## config.mk

```make
export PLATFORM = sky130hd
export DESIGN_NAME = cpu_incdec_div_branch_exec
export DESIGN_NICKNAME = d
export VERILOG_FILES = /design/src/design/cpu_exec_pkg.sv /design/src/design/cpu_incdec_div_branch_exec.sv /design/src/design/data_ram.sv
export SDC_FILE = /design/constraint.sdc
export NUM_CORES = 2
export LEC_CHECK = 0
export ABC_CLOCK_PERIOD_IN_PS = 15990
export BUFFER_PORTS_ARGS = -buffer_cell sky130_fd_sc_hd__buf_4
export CORE_UTILIZATION = 45
export DETAILED_ROUTE_END_ITERATION = 16
export SLEW_MARGIN = 20
export SYNTH_ARGS = -nofsm -noshare
export SYNTH_HDL_FRONTEND = slang
export SYNTH_SLANG_ARGS = --single-unit
```

## constraint.sdc

```tcl
create_clock -name sys_clk -period 15.99 [get_ports sys_clk]
set_input_delay 0.7995 -clock sys_clk [delete_from_list [all_inputs] [get_ports sys_clk]]
set_output_delay 0.7995 -clock sys_clk [all_outputs]
set_load 0.05 [all_outputs]
```

## src/design/cpu_exec_pkg.sv

```systemverilog
package cpu_exec_pkg;

  ////////////////////////////////////////////////////////////////////////////////
  // opcodes, full bytes
  localparam logic [7:0] OP_INC_A    = 8'h04;
  localparam logic [7:0] OP_INC_DIR  = 8'h05;
  localparam logic [7:0] OP_DEC_A    = 8'h14;
  localparam logic [7:0] OP_DEC_DIR  = 8'h15;
  localparam logic [7:0] OP_INC_DATA_POINTER = 8'ha3;
  localparam logic [7:0] OP_DIV      = 8'h84;
  localparam logic [7:0] OP_COUNT_DOWN_BRANCH_OP_DIR = 8'hd5;
  localparam logic [7:0] OP_JB       = 8'h20;
  localparam logic [7:0] OP_JBC      = 8'h10;
  localparam logic [7:0] OP_JC       = 8'h40;
  // opcodes matched on upper bits only (register field below)
  localparam logic [6:0] OPH_INC_IND = 7'h03;  // op[7:1]
  localparam logic [6:0] OPH_DEC_IND = 7'h0b;  // op[7:1]
  localparam logic [4:0] OPH_INC_RN  = 5'h01;  // op[7:3]
  localparam logic [4:0] OPH_DEC_RN  = 5'h03;  // op[7:3]
  localparam logic [4:0] OPH_COUNT_DOWN_BRANCH_OP_RN = 5'h1b;  // op[7:3]

  ////////////////////////////////////////////////////////////////////////////////
  // special function register addresses
  localparam logic [7:0] SFR_ACC = 8'he0;
  localparam logic [7:0] SFR_B   = 8'hf0;
  localparam logic [7:0] SFR_PSW = 8'hd0;
  localparam logic [7:0] SFR_DPL = 8'h82;
  localparam logic [7:0] SFR_DPH = 8'h83;
  localparam logic [7:0] SFR_P0  = 8'h80;  // ports at 80/90/a0/b0
  localparam logic [7:0] BIT_RAM_BASE = 8'h20;

  // status word fields
  localparam int PSW_CY  = 7;
  localparam int PSW_RS1 = 4;
  localparam int PSW_RS0 = 3;
  localparam int PSW_OV  = 2;

  // reset values
  localparam logic [7:0]  PSW_RST  = 8'h00;
  localparam logic [7:0]  PORT_RST = 8'hff;
  localparam logic [15:0] PC_RST   = 16'h0000;

  ////////////////////////////////////////////////////////////////////////////////
  // timing: sys_clk cycles per machine cycle, instruction lengths and counts
  localparam int         CLK_PERIOD_NS = 10;
  localparam int         MC_PERIOD_NS  = 120;
  localparam logic [3:0] MC_CLKS       = 4'(MC_PERIOD_NS / CLK_PERIOD_NS);
  localparam logic [2:0] CYC_ONE = 3'h1;
  localparam logic [2:0] CYC_TWO = 3'h2;
  localparam logic [2:0] CYC_DIV = 3'h4;
  localparam logic [1:0] LEN_ONE   = 2'h1;
  localparam logic [1:0] LEN_TWO   = 2'h2;
  localparam logic [1:0] LEN_THREE = 2'h3;
  localparam int RAM_AW = 8;
  localparam int RAM_DW = 8;

  typedef enum logic [3:0] {
    CL_NONE = 4'h0, CL_INC = 4'h1, CL_DEC = 4'h2, CL_DATA_POINTER = 4'h3, CL_DIV = 4'h4,
    CL_COUNT_DOWN_BRANCH_OP = 4'h5, CL_JB = 4'h6, CL_JBC = 4'h7, CL_JC = 4'h8
  } op_class_e;

  typedef enum logic [2:0] {
    MD_NONE = 3'h0, MD_ACC = 3'h1, MD_RN = 3'h2, MD_DIR = 3'h3, MD_IND = 3'h4, MD_BIT = 3'h5
  } op_mode_e;

  typedef enum logic [3:0] {
    ST_FETCH = 4'h0, ST_OPC = 4'h1, ST_ARG1 = 4'h2, ST_ARG2 = 4'h3, ST_PREP = 4'h4,
    ST_IND = 4'h5, ST_READ = 4'h6, ST_EXEC = 4'h7, ST_WAIT = 4'h8
  } exec_state_e;

endpackage : cpu_exec_pkg

```

## src/design/cpu_incdec_div_branch_exec.sv

```systemverilog
`timescale 1ns/10ps
// Functional notes
// - minus one wraps 00 to ff, flags kept
// - minus one: acc, bank, direct, indirect forms
// - read-modify-write of ports uses output latch
// - divide a by b, quotient a, remainder b
// - divisor zero sets range flag, clears carry
// - count down, no flags, branch if nonzero
// - count down: bank two bytes, direct three
// - plus one wraps ff to 00, flags kept
// - plus one: acc, bank, direct, indirect forms
// - data pointer sixteen bit increment, no flags
// - branch on bit one, bit untouched
// - branch on bit one and clear it
// - bit clear test of port uses latch
// - branch on carry set, no flag change
// - target is next instruction plus displacement
module cpu_incdec_div_branch_exec (
  // clock and reset
  input  wire logic             sys_clk,
  input  wire logic             nrst,
  // program memory, data valid before the next rising edge, in the same cycle as the address
  output logic      [15:0]      prog_addr_q,
  input  wire logic [7:0]       prog_data,
  // port pins and output latches
  input  wire logic [3:0][7:0]  port_pins,
  output logic      [3:0][7:0]  port_lat_q,
  // core state seen from outside
  output logic      [7:0]       acc_q,
  output logic      [7:0]       b_q,
  output logic      [7:0]       psw_q,
  output logic      [7:0]       pointer_high_byte_q,
  output logic      [7:0]       pointer_low_byte_q,
  output logic                  instr_done_q,
  output logic                  illegal_op_q
);

  ////////////////////////////////////////////////////////////////////////////////
  // decoding, shared by the fetch and execute steps

  function automatic cpu_exec_pkg::op_class_e op_class(input logic [7:0] op);
    if (op == cpu_exec_pkg::OP_INC_A || op == cpu_exec_pkg::OP_INC_DIR ||
        op[7:1] == cpu_exec_pkg::OPH_INC_IND || op[7:3] == cpu_exec_pkg::OPH_INC_RN) begin
      return cpu_exec_pkg::CL_INC;
    end
    if (op == cpu_exec_pkg::OP_DEC_A || op == cpu_exec_pkg::OP_DEC_DIR ||
        op[7:1] == cpu_exec_pkg::OPH_DEC_IND || op[7:3] == cpu_exec_pkg::OPH_DEC_RN) begin
      return cpu_exec_pkg::CL_DEC;
    end
    if (op == cpu_exec_pkg::OP_COUNT_DOWN_BRANCH_OP_DIR || op[7:3] == cpu_exec_pkg::OPH_COUNT_DOWN_BRANCH_OP_RN) begin
      return cpu_exec_pkg::CL_COUNT_DOWN_BRANCH_OP;
    end
    if (op == cpu_exec_pkg::OP_INC_DATA_POINTER) return cpu_exec_pkg::CL_DATA_POINTER;
    if (op == cpu_exec_pkg::OP_DIV)      return cpu_exec_pkg::CL_DIV;
    if (op == cpu_exec_pkg::OP_JB)       return cpu_exec_pkg::CL_JB;
    if (op == cpu_exec_pkg::OP_JBC)      return cpu_exec_pkg::CL_JBC;
    if (op == cpu_exec_pkg::OP_JC)       return cpu_exec_pkg::CL_JC;
    return cpu_exec_pkg::CL_NONE;
  endfunction : op_class

  function automatic cpu_exec_pkg::op_mode_e op_mode(input logic [7:0] op);
    cpu_exec_pkg::op_class_e cl;
    cl = op_class(op);
    if (cl == cpu_exec_pkg::CL_JB || cl == cpu_exec_pkg::CL_JBC) return cpu_exec_pkg::MD_BIT;
    if (cl != cpu_exec_pkg::CL_INC && cl != cpu_exec_pkg::CL_DEC &&
        cl != cpu_exec_pkg::CL_COUNT_DOWN_BRANCH_OP) return cpu_exec_pkg::MD_NONE;
    if (op[3]) return cpu_exec_pkg::MD_RN;
    if (op[2:0] == 3'h4) return cpu_exec_pkg::MD_ACC;
    if (op[2:0] == 3'h5) return cpu_exec_pkg::MD_DIR;
    return cpu_exec_pkg::MD_IND;
  endfunction : op_mode

  function automatic logic [1:0] op_len(input logic [7:0] op);
    cpu_exec_pkg::op_class_e cl;
    cl = op_class(op);
    if (cl == cpu_exec_pkg::CL_JB || cl == cpu_exec_pkg::CL_JBC ||
        op == cpu_exec_pkg::OP_COUNT_DOWN_BRANCH_OP_DIR) return cpu_exec_pkg::LEN_THREE;
    if (cl == cpu_exec_pkg::CL_COUNT_DOWN_BRANCH_OP || cl == cpu_exec_pkg::CL_JC ||
        op_mode(op) == cpu_exec_pkg::MD_DIR) return cpu_exec_pkg::LEN_TWO;
    return cpu_exec_pkg::LEN_ONE;
  endfunction : op_len

  function automatic logic [2:0] op_cycles(input logic [7:0] op);
    unique case (op_class(op))
      cpu_exec_pkg::CL_DIV:  return cpu_exec_pkg::CYC_DIV;
      cpu_exec_pkg::CL_COUNT_DOWN_BRANCH_OP, cpu_exec_pkg::CL_JB, cpu_exec_pkg::CL_JBC,
      cpu_exec_pkg::CL_JC, cpu_exec_pkg::CL_DATA_POINTER: return cpu_exec_pkg::CYC_TWO;
      default: return cpu_exec_pkg::CYC_ONE;
    endcase
  endfunction : op_cycles

  ////////////////////////////////////////////////////////////////////////////////
  // machine cycle enable, one pulse every MC_CLKS sys_clk cycles

  logic [3:0] div_cnt_q, div_cnt_d;
  logic       mc_tick_q, mc_tick_d;

  always_comb begin
    mc_tick_d = (div_cnt_q == cpu_exec_pkg::MC_CLKS - 4'h1);
    div_cnt_d = mc_tick_d ? 4'h0 : div_cnt_q + 4'h1;
  end

  always_ff @(posedge sys_clk) begin
    if (!nrst) begin
      div_cnt_q <= 4'h0;
      mc_tick_q <= 1'b0;
    end else begin
      div_cnt_q <= div_cnt_d;
      mc_tick_q <= mc_tick_d;
    end
  end

  ////////////////////////////////////////////////////////////////////////////////
  // pin synchronisers, two flops per port

  logic [3:0][7:0] pin_meta_q, pin_sync_q;

  genvar gp;
  generate
    for (gp = 0; gp < 4; gp++) begin : g_pin_sync
      always_ff @(posedge sys_clk) begin
        if (!nrst) begin
          pin_meta_q[gp] <= 8'h00;
          pin_sync_q[gp] <= 8'h00;
        end else begin
          pin_meta_q[gp] <= port_pins[gp];
          pin_sync_q[gp] <= pin_meta_q[gp];
        end
      end
    end
  endgenerate

  ////////////////////////////////////////////////////////////////////////////////
  // data memory

  logic [7:0] ram_raddr, ram_rdata_q, ram_waddr, ram_wdata;
  logic       ram_we;

  data_ram u_ram (
    .sys_clk (sys_clk),
    .nrst    (nrst),
    .raddr   (ram_raddr),
    .rdata_q (ram_rdata_q),
    .we      (ram_we),
    .waddr   (ram_waddr),
    .wdata   (ram_wdata)
  );

  ////////////////////////////////////////////////////////////////////////////////
  // sequencer and execution

  cpu_exec_pkg::exec_state_e state_q, state_d;
  logic [15:0]     pc_q, pc_d, prog_addr_d, target;
  logic [7:0]      op_q, op_d, arg1_q, arg1_d, arg2_q, arg2_d, ea_q, ea_d, opnd_q, opnd_d;
  logic            ea_sfr_q, ea_sfr_d;
  logic [7:0]      acc_d, b_d, psw_d, dph_d, dpl_d;
  logic [3:0][7:0] port_lat_d;
  logic [2:0]      mc_cnt_q, mc_cnt_d;
  logic            done_d, illegal_d;
  cpu_exec_pkg::op_class_e cls;
  cpu_exec_pkg::op_mode_e  md;
  logic [7:0]      sfr_val, cur, res, rel, bit_addr_byte, bank_base;
  logic            is_port, wr, take, bit_val;

  always_comb begin
    state_d = state_q;  pc_d = pc_q;  prog_addr_d = prog_addr_q;
    op_d = op_q;  arg1_d = arg1_q;  arg2_d = arg2_q;  ea_d = ea_q;  ea_sfr_d = ea_sfr_q;
    opnd_d = opnd_q;  acc_d = acc_q;  b_d = b_q;  psw_d = psw_q;
    dph_d = pointer_high_byte_q;  dpl_d = pointer_low_byte_q;  port_lat_d = port_lat_q;
    done_d = 1'b0;  illegal_d = 1'b0;
    ram_raddr = ea_q;  ram_we = 1'b0;  ram_waddr = ea_q;  ram_wdata = 8'h00;
    cls = op_class(op_q);
    md  = op_mode(op_q);
    bank_base = {3'h0, psw_q[cpu_exec_pkg::PSW_RS1:cpu_exec_pkg::PSW_RS0], 3'h0};
    bit_addr_byte = arg1_q[7] ? {arg1_q[7:3], 3'h0}
                              : cpu_exec_pkg::BIT_RAM_BASE + {4'h0, arg1_q[6:3]};
    mc_cnt_d = (state_q == cpu_exec_pkg::ST_OPC) ? 3'h0 : mc_cnt_q + {2'h0, mc_tick_q};
    // sfr read; only a plain bit test sees the pins, modifying forms see the latch
    is_port = (ea_q[7:6] == 2'h2) && (ea_q[3:0] == 4'h0);
    sfr_val = 8'h00;
    if (is_port) begin
      sfr_val = (cls == cpu_exec_pkg::CL_JB) ? pin_sync_q[ea_q[5:4]]
                                             : port_lat_q[ea_q[5:4]];
    end else begin
      case (ea_q)
        cpu_exec_pkg::SFR_ACC: sfr_val = acc_q;
        cpu_exec_pkg::SFR_B:   sfr_val = b_q;
        cpu_exec_pkg::SFR_PSW: sfr_val = psw_q;
        cpu_exec_pkg::SFR_DPL: sfr_val = pointer_low_byte_q;
        cpu_exec_pkg::SFR_DPH: sfr_val = pointer_high_byte_q;
        default:               sfr_val = 8'h00;  // unimplemented sfrs read zero
      endcase
    end
    cur     = (md == cpu_exec_pkg::MD_ACC) ? acc_q : (ea_sfr_q ? sfr_val : opnd_q);
    bit_val = cur[arg1_q[2:0]];
    rel     = (op_len(op_q) == cpu_exec_pkg::LEN_THREE) ? arg2_q : arg1_q;
    target  = pc_q + {{8{rel[7]}}, rel};
    res = 8'h00;
    wr = 1'b0;
    take = 1'b0;
    unique case (state_q)
      cpu_exec_pkg::ST_FETCH: begin
        prog_addr_d = pc_q;
        state_d = cpu_exec_pkg::ST_OPC;
      end
      cpu_exec_pkg::ST_OPC: begin
        op_d = prog_data;
        pc_d = pc_q + 16'h0001;
        prog_addr_d = pc_q + 16'h0001;
        state_d = (op_len(prog_data) == cpu_exec_pkg::LEN_ONE) ? cpu_exec_pkg::ST_PREP
                                                                : cpu_exec_pkg::ST_ARG1;
      end
      cpu_exec_pkg::ST_ARG1: begin
        arg1_d = prog_data;
        pc_d = pc_q + 16'h0001;
        prog_addr_d = pc_q + 16'h0001;
        state_d = (op_len(op_q) == cpu_exec_pkg::LEN_THREE) ? cpu_exec_pkg::ST_ARG2
                                                             : cpu_exec_pkg::ST_PREP;
      end
      cpu_exec_pkg::ST_ARG2: begin
        arg2_d = prog_data;
        pc_d = pc_q + 16'h0001;
        prog_addr_d = pc_q + 16'h0001;
        state_d = cpu_exec_pkg::ST_PREP;
      end
      cpu_exec_pkg::ST_PREP: begin
        // operand addressing; sfr-space addresses are read from sfr_val later
        ea_sfr_d = 1'b0;
        state_d = cpu_exec_pkg::ST_READ;
        unique case (md)
          cpu_exec_pkg::MD_RN:  ea_d = bank_base | {5'h00, op_q[2:0]};
          cpu_exec_pkg::MD_IND: begin
            ram_raddr = bank_base | {7'h00, op_q[0]};
            state_d = cpu_exec_pkg::ST_IND;
          end
          cpu_exec_pkg::MD_DIR: begin
            ea_d = arg1_q;
            ea_sfr_d = arg1_q[7];
          end
          cpu_exec_pkg::MD_BIT: begin
            ea_d = bit_addr_byte;
            ea_sfr_d = arg1_q[7];
          end
          cpu_exec_pkg::MD_ACC, cpu_exec_pkg::MD_NONE: state_d = cpu_exec_pkg::ST_EXEC;
        endcase
        ram_raddr = (md == cpu_exec_pkg::MD_IND) ? ram_raddr : ea_d;
      end
      cpu_exec_pkg::ST_IND: begin
        ea_d = ram_rdata_q;  // indirect reaches the whole ram, never sfrs
        ram_raddr = ram_rdata_q;
        state_d = cpu_exec_pkg::ST_READ;
      end
      cpu_exec_pkg::ST_READ: begin
        opnd_d = ram_rdata_q;
        state_d = cpu_exec_pkg::ST_EXEC;
      end
      cpu_exec_pkg::ST_EXEC: begin
        state_d = cpu_exec_pkg::ST_WAIT;
        unique case (cls)
          cpu_exec_pkg::CL_INC: begin
            res = cur + 8'h01;
            wr = 1'b1;
          end
          cpu_exec_pkg::CL_DEC: begin
            res = cur - 8'h01;
            wr = 1'b1;
          end
          cpu_exec_pkg::CL_COUNT_DOWN_BRANCH_OP: begin
            res = cur - 8'h01;
            wr = 1'b1;
            take = (res != 8'h00);
          end
          cpu_exec_pkg::CL_DATA_POINTER: begin
            {dph_d, dpl_d} = {pointer_high_byte_q, pointer_low_byte_q} + 16'h0001;
          end
          cpu_exec_pkg::CL_DIV: begin
            psw_d[cpu_exec_pkg::PSW_CY] = 1'b0;
            if (b_q == 8'h00) begin
              psw_d[cpu_exec_pkg::PSW_OV] = 1'b1;
            end else begin
              acc_d = acc_q / b_q;
              b_d   = acc_q % b_q;
              psw_d[cpu_exec_pkg::PSW_OV] = 1'b0;
            end
          end
          cpu_exec_pkg::CL_JB: take = bit_val;
          cpu_exec_pkg::CL_JBC: begin
            take = bit_val;
            res = cur & ~(8'h01 << arg1_q[2:0]);
            wr = bit_val;
          end
          cpu_exec_pkg::CL_JC: take = psw_q[cpu_exec_pkg::PSW_CY];
          cpu_exec_pkg::CL_NONE: illegal_d = 1'b1;  // unsupported opcode runs as a nop
        endcase
        if (take) begin
          pc_d = target;
        end
        // write back; sfr targets land in the real register, ports in the latch
        if (wr) begin
          if (md == cpu_exec_pkg::MD_ACC) begin
            acc_d = res;
          end else if (!ea_sfr_q) begin
            ram_we = 1'b1;
            ram_wdata = res;
          end else if (is_port) begin
            port_lat_d[ea_q[5:4]] = res;
          end else begin
            case (ea_q)
              cpu_exec_pkg::SFR_ACC: acc_d = res;
              cpu_exec_pkg::SFR_B:   b_d = res;
              cpu_exec_pkg::SFR_PSW: psw_d = res;
              cpu_exec_pkg::SFR_DPL: dpl_d = res;
              cpu_exec_pkg::SFR_DPH: dph_d = res;
              default: ;  // writes to absent sfrs are dropped
            endcase
          end
        end
      end
      cpu_exec_pkg::ST_WAIT: begin
        // hold for the full machine-cycle count; a tick that fell before this state is
        // already counted, so the test is at-or-past rather than equal
        if (mc_tick_q && (mc_cnt_q >= op_cycles(op_q) - 3'h1)) begin
          done_d = 1'b1;
          state_d = cpu_exec_pkg::ST_FETCH;
        end
      end
      default: state_d = cpu_exec_pkg::ST_FETCH;  // codes 9..15 are illegal
    endcase
  end

  always_ff @(posedge sys_clk) begin
    if (!nrst) begin
      state_q <= cpu_exec_pkg::ST_FETCH;
      pc_q <= cpu_exec_pkg::PC_RST;
      prog_addr_q <= cpu_exec_pkg::PC_RST;
      op_q <= 8'h00;  arg1_q <= 8'h00;  arg2_q <= 8'h00;
      ea_q <= 8'h00;  ea_sfr_q <= 1'b0;  opnd_q <= 8'h00;
      acc_q <= 8'h00;  b_q <= 8'h00;  psw_q <= cpu_exec_pkg::PSW_RST;
      pointer_high_byte_q <= 8'h00;
      pointer_low_byte_q <= 8'h00;
      port_lat_q <= {4{cpu_exec_pkg::PORT_RST}};
      mc_cnt_q <= 3'h0;
      instr_done_q <= 1'b0;
      illegal_op_q <= 1'b0;
    end else begin
      state_q <= state_d;
      pc_q <= pc_d;
      prog_addr_q <= prog_addr_d;
      op_q <= op_d;  arg1_q <= arg1_d;  arg2_q <= arg2_d;
      ea_q <= ea_d;  ea_sfr_q <= ea_sfr_d;  opnd_q <= opnd_d;
      acc_q <= acc_d;  b_q <= b_d;  psw_q <= psw_d;
      pointer_high_byte_q <= dph_d;
      pointer_low_byte_q <= dpl_d;
      port_lat_q <= port_lat_d;
      mc_cnt_q <= mc_cnt_d;
      instr_done_q <= done_d;
      illegal_op_q <= illegal_d;
    end
  end

endmodule : cpu_incdec_div_branch_exec

```

## src/design/data_ram.sv

```systemverilog
`timescale 1ns/10ps
// internal data memory, registered read, one write port
module data_ram (
  // clock and reset
  input  wire logic                             sys_clk,
  input  wire logic                             nrst,
  // read port
  input  wire logic [cpu_exec_pkg::RAM_AW-1:0]  raddr,
  output logic      [cpu_exec_pkg::RAM_DW-1:0]  rdata_q,
  // write port
  input  wire logic                             we,
  input  wire logic [cpu_exec_pkg::RAM_AW-1:0]  waddr,
  input  wire logic [cpu_exec_pkg::RAM_DW-1:0]  wdata
);

  logic [cpu_exec_pkg::RAM_DW-1:0] mem [2**cpu_exec_pkg::RAM_AW];

  // array holds no reset so it maps onto plain ram cells
  always_ff @(posedge sys_clk) begin
    if (we) begin
      mem[waddr] <= wdata;
    end
  end

  // read data come one cycle after the address
  always_ff @(posedge sys_clk) begin
    if (!nrst) begin
      rdata_q <= '0;
    end else begin
      rdata_q <= mem[raddr];
    end
  end

endmodule : data_ram

```

==> flow_summary.yaml <==
status:
  status: "complete, no violations"
placement:
  post_dp_cell_area_um2: 103000
  place_congestion: 0.907
  hpwl_mm: 194
  placed_cells: 10633
  io_buffer_count: 131
sta:
  rsz0062_at_grt: "no"
  period_needed_ps: 13220
  hold_viol: 0
  max_freq_mhz: 75.7
  holdWs_ps: 141
  tns_ps: 0
  slew_violations: 0
  worst_pin_slew_ps: 1180
  slew_headroom: 0.204
  fin_crit_sh: 0.827
  setup-violations-final: 0
  worst_clock_skew_ps: 44.2
route:
  finalWirelength_mm: 334
  ant_nets: 0
  wire_per_inst_um: 30.2
  drc: 0
  dr.pass1.iters: 6
  first_iter_violations: 9548
  vias: 70989
  via_per_inst: 6.42
yosys:
  synth_nets: 8130
  syn-instance-count: 8023
  yosysTopAreaCell: "edfxtp_1"
  ys_ff_latch: 2279
  synth.distinct_cells: 100
  synth_top_area_frac: 0.619
  syn_avg_cell_area_um2: 12.4
  yosysSeqAreaShare: 0.665
  synth_edf_count: 2048
  synth_area_um2: 99400
  synth_ff_type: "edfxtp_1"
  synthTopCellsByArea: "edfxtp_1 62%, nand2_1 5.1%, dfxtp_1 4.7%, a221oi_1 2.5%, mux2i_1 2.4%"
  ys_async_sr_fraction: 0
  yosys_warnings: 0
grt:
  overflow: 0
  grt_usage: 0.292
  grt_pass1_vias: 66408
  grt_max_degree: 205
  grt_pass1_wl_mm: 477
  antenna_found_initial: 16
worst_setup_path:
  worstPathArrival_ps: 13970
  r2r_cells: 54
  crit_top_cell: "o21a_1"
  timing.rr.end: "b_q[1]"
  slowest_stage: "a21oi_1"
  cp_max_fo: 12
  r2r_setup_slack_ps: 2770
  cp_slowest_stage_delay_ps: 620
  endpoint_kind: "flop"
  r2r-start: "b_q[7]"
  crit_type: "reg -> reg"
  worstSetupStartpointType: "flop"
  cp.required_ps: 16750
die:
  die_h_um: 472
  core-area_um2: 220000
  die_w_um: 472
  io_pins: 132
  num_rows: 172
  dieArea_um2: 223000
  initial_core_util: 0.452
hold_path:
  min_path_cells: 2
  hp-class: "in -> reg"
  hp-start: "port_pins[13]"
  worstHoldEndpoint: "pin_meta_q[13]"
finish:
  layout_common_cells: "2048 x edfxtp_1, 1325 x nand2_1, 452 x nand3_1"
  final_common_cell: "edfxtp_1"
  layout.nets: 8016
  stdcell_count: 11059
  fillCellCount: 18900
  drive_above_1_share: 0.0966
  final_area_um2: 110000
  area_delta_synth_final_pct: 11.0
clocking:
  cts_buffers: 231
  cts_buffer_depth: 3
  postCtsSetupBuffers: 0
  path_clk_slew_ps: 60
  hold_buffers: 0
  cts_tree: "done"
  cts.repair.resized: 0
  clk_latency_ps: 870
  clkSinkCount: 2279
  cts_root_buf: "clkbuf_16"
  htree_levels: 4
power_and_ir_drop:
  peakVddDrop_mv: 0.112
  power.density_nw_per_um2: 139
  p_leak_nw: 34.2
job:
  max-cap-violations: 0
## per-layer routing
layer,GRT usage,share of wire,vias to the layer above
li1,-,-,30574
met1,0.399,0.40,35829
met2,0.449,0.45,3889
met3,0.0632,0.10,695
met4,0.128,0.045,2
met5,0,0.000039,-
## how the worst max path moves through the flow
stage | start | end | slack [ps] | depth (start not counted)
2_1_floorplan | op_q[1] | u_ram.mem[0][6] | 650 | 17
3_3_place_gp | b_q[7] | b_q[1] | 2860 | 54
3_5_place_dp | b_q[7] | b_q[1] | 2890 | 54
4_1_cts | b_q[7] | b_q[1] | 2850 | 54
5_1_grt | b_q[7] | b_q[1] | 1740 | 54
6_report | b_q[7] | b_q[1] | 2770 | 54
## state kept, by name, indices dropped and copies added, names as in the netlist, 16 cells and up
name and count:
u_ram.mem 2048, pc_q 16, pin_sync_q 32, prog_addr_q 16
pin_meta_q 32, port_lat_q 32
## stage by stage
step | utilization | worst slack (ps) | total power, mW
2_1_floorplan | - | 651 | 8.77
3_3_place_gp | 0.470 | 2860 | 10.1
3_5_place_dp | 0.470 | 2890 | 10.2
4_1_cts | 0.502 | 2850 | 15.2
5_1_grt | 0.502 | 1740 | 15.7
6_report | 0.502 | 2770 | 15.3
## final cells by class
class | instances | area (µm²) | share of cell area
well taps | 2958 | 3700 | 0.0335
repair buffers | 298 | 2500 | 0.0226
multi-input cells | 5031 | 30700 | 0.278
clock buffers | 319 | 6280 | 0.0570
diodes | 6 | 15.0 | 0.000136
clock inverters | 100 | 776 | 0.00703
inverters | 68 | 256 | 0.00233
flip-flops and latches | 2279 | 66100 | 0.599
## cell families (layout without fill, tap and decap cells)
logic type / after synthesis / count (layout) / synth area share
muxes: 301 / 301 / 0.0331
and+or+nand+nor: 2998 / 2998 / 0.139
AOI/OAI and AO/OA: 1622 / 1622 / 0.120
adders and majority gates: 65 / 65 / 0.00833
buffers and inverters: 713 / 785 / 0.0301
xor gates and xnor gates: 44 / 44 / 0.00388
DFF: 2279 / 2279 / 0.665
other: 1 / 7 / 0.0000377
## cell usage after synthesis (73+ instances only)
| master | instances |
|---|---|
| nand3_1 | 458 |
| buf_2 | 202 |
| nand2_1 | 1342 |
| o21ai_0 | 242 |
| dfxtp_1 | 231 |
| a31oi_1 | 113 |
| and3_1 | 349 |
| a21oi_1 | 166 |
| a211oi_1 | 253 |
| and2_1 | 80 |
| edfxtp_1 | 2048 |
| nor2_1 | 438 |
| mux2i_1 | 241 |
| a221oi_1 | 284 |
| a311oi_1 | 73 |
| clkbuf_1 | 385 |
## critical path: cells and delay by family (launching register included)
| family | cells | cell delay [ps] |
|---|---|---|
| DFF | 1 | 400 |
| AOI/OAI and AO/OA | 31 | 6540 |
| and+or+nand+nor | 8 | 1960 |
| adders and majority gates | 7 | 2140 |
| buffers and inverters | 2 | 400 |
| muxes | 6 | 1660 |
## power breakdown
group | internal (mW) | leakage, nW | switching (mW) | total [mW]
Clock | 2.84 | 3.45 | 2.33 | 5.16
Combinational | 1.03 | 14.8 | 2.62 | 3.65
Sequential | 6.42 | 16.0 | 0.0619 | 6.49
(Power assumes the default switching activity.)
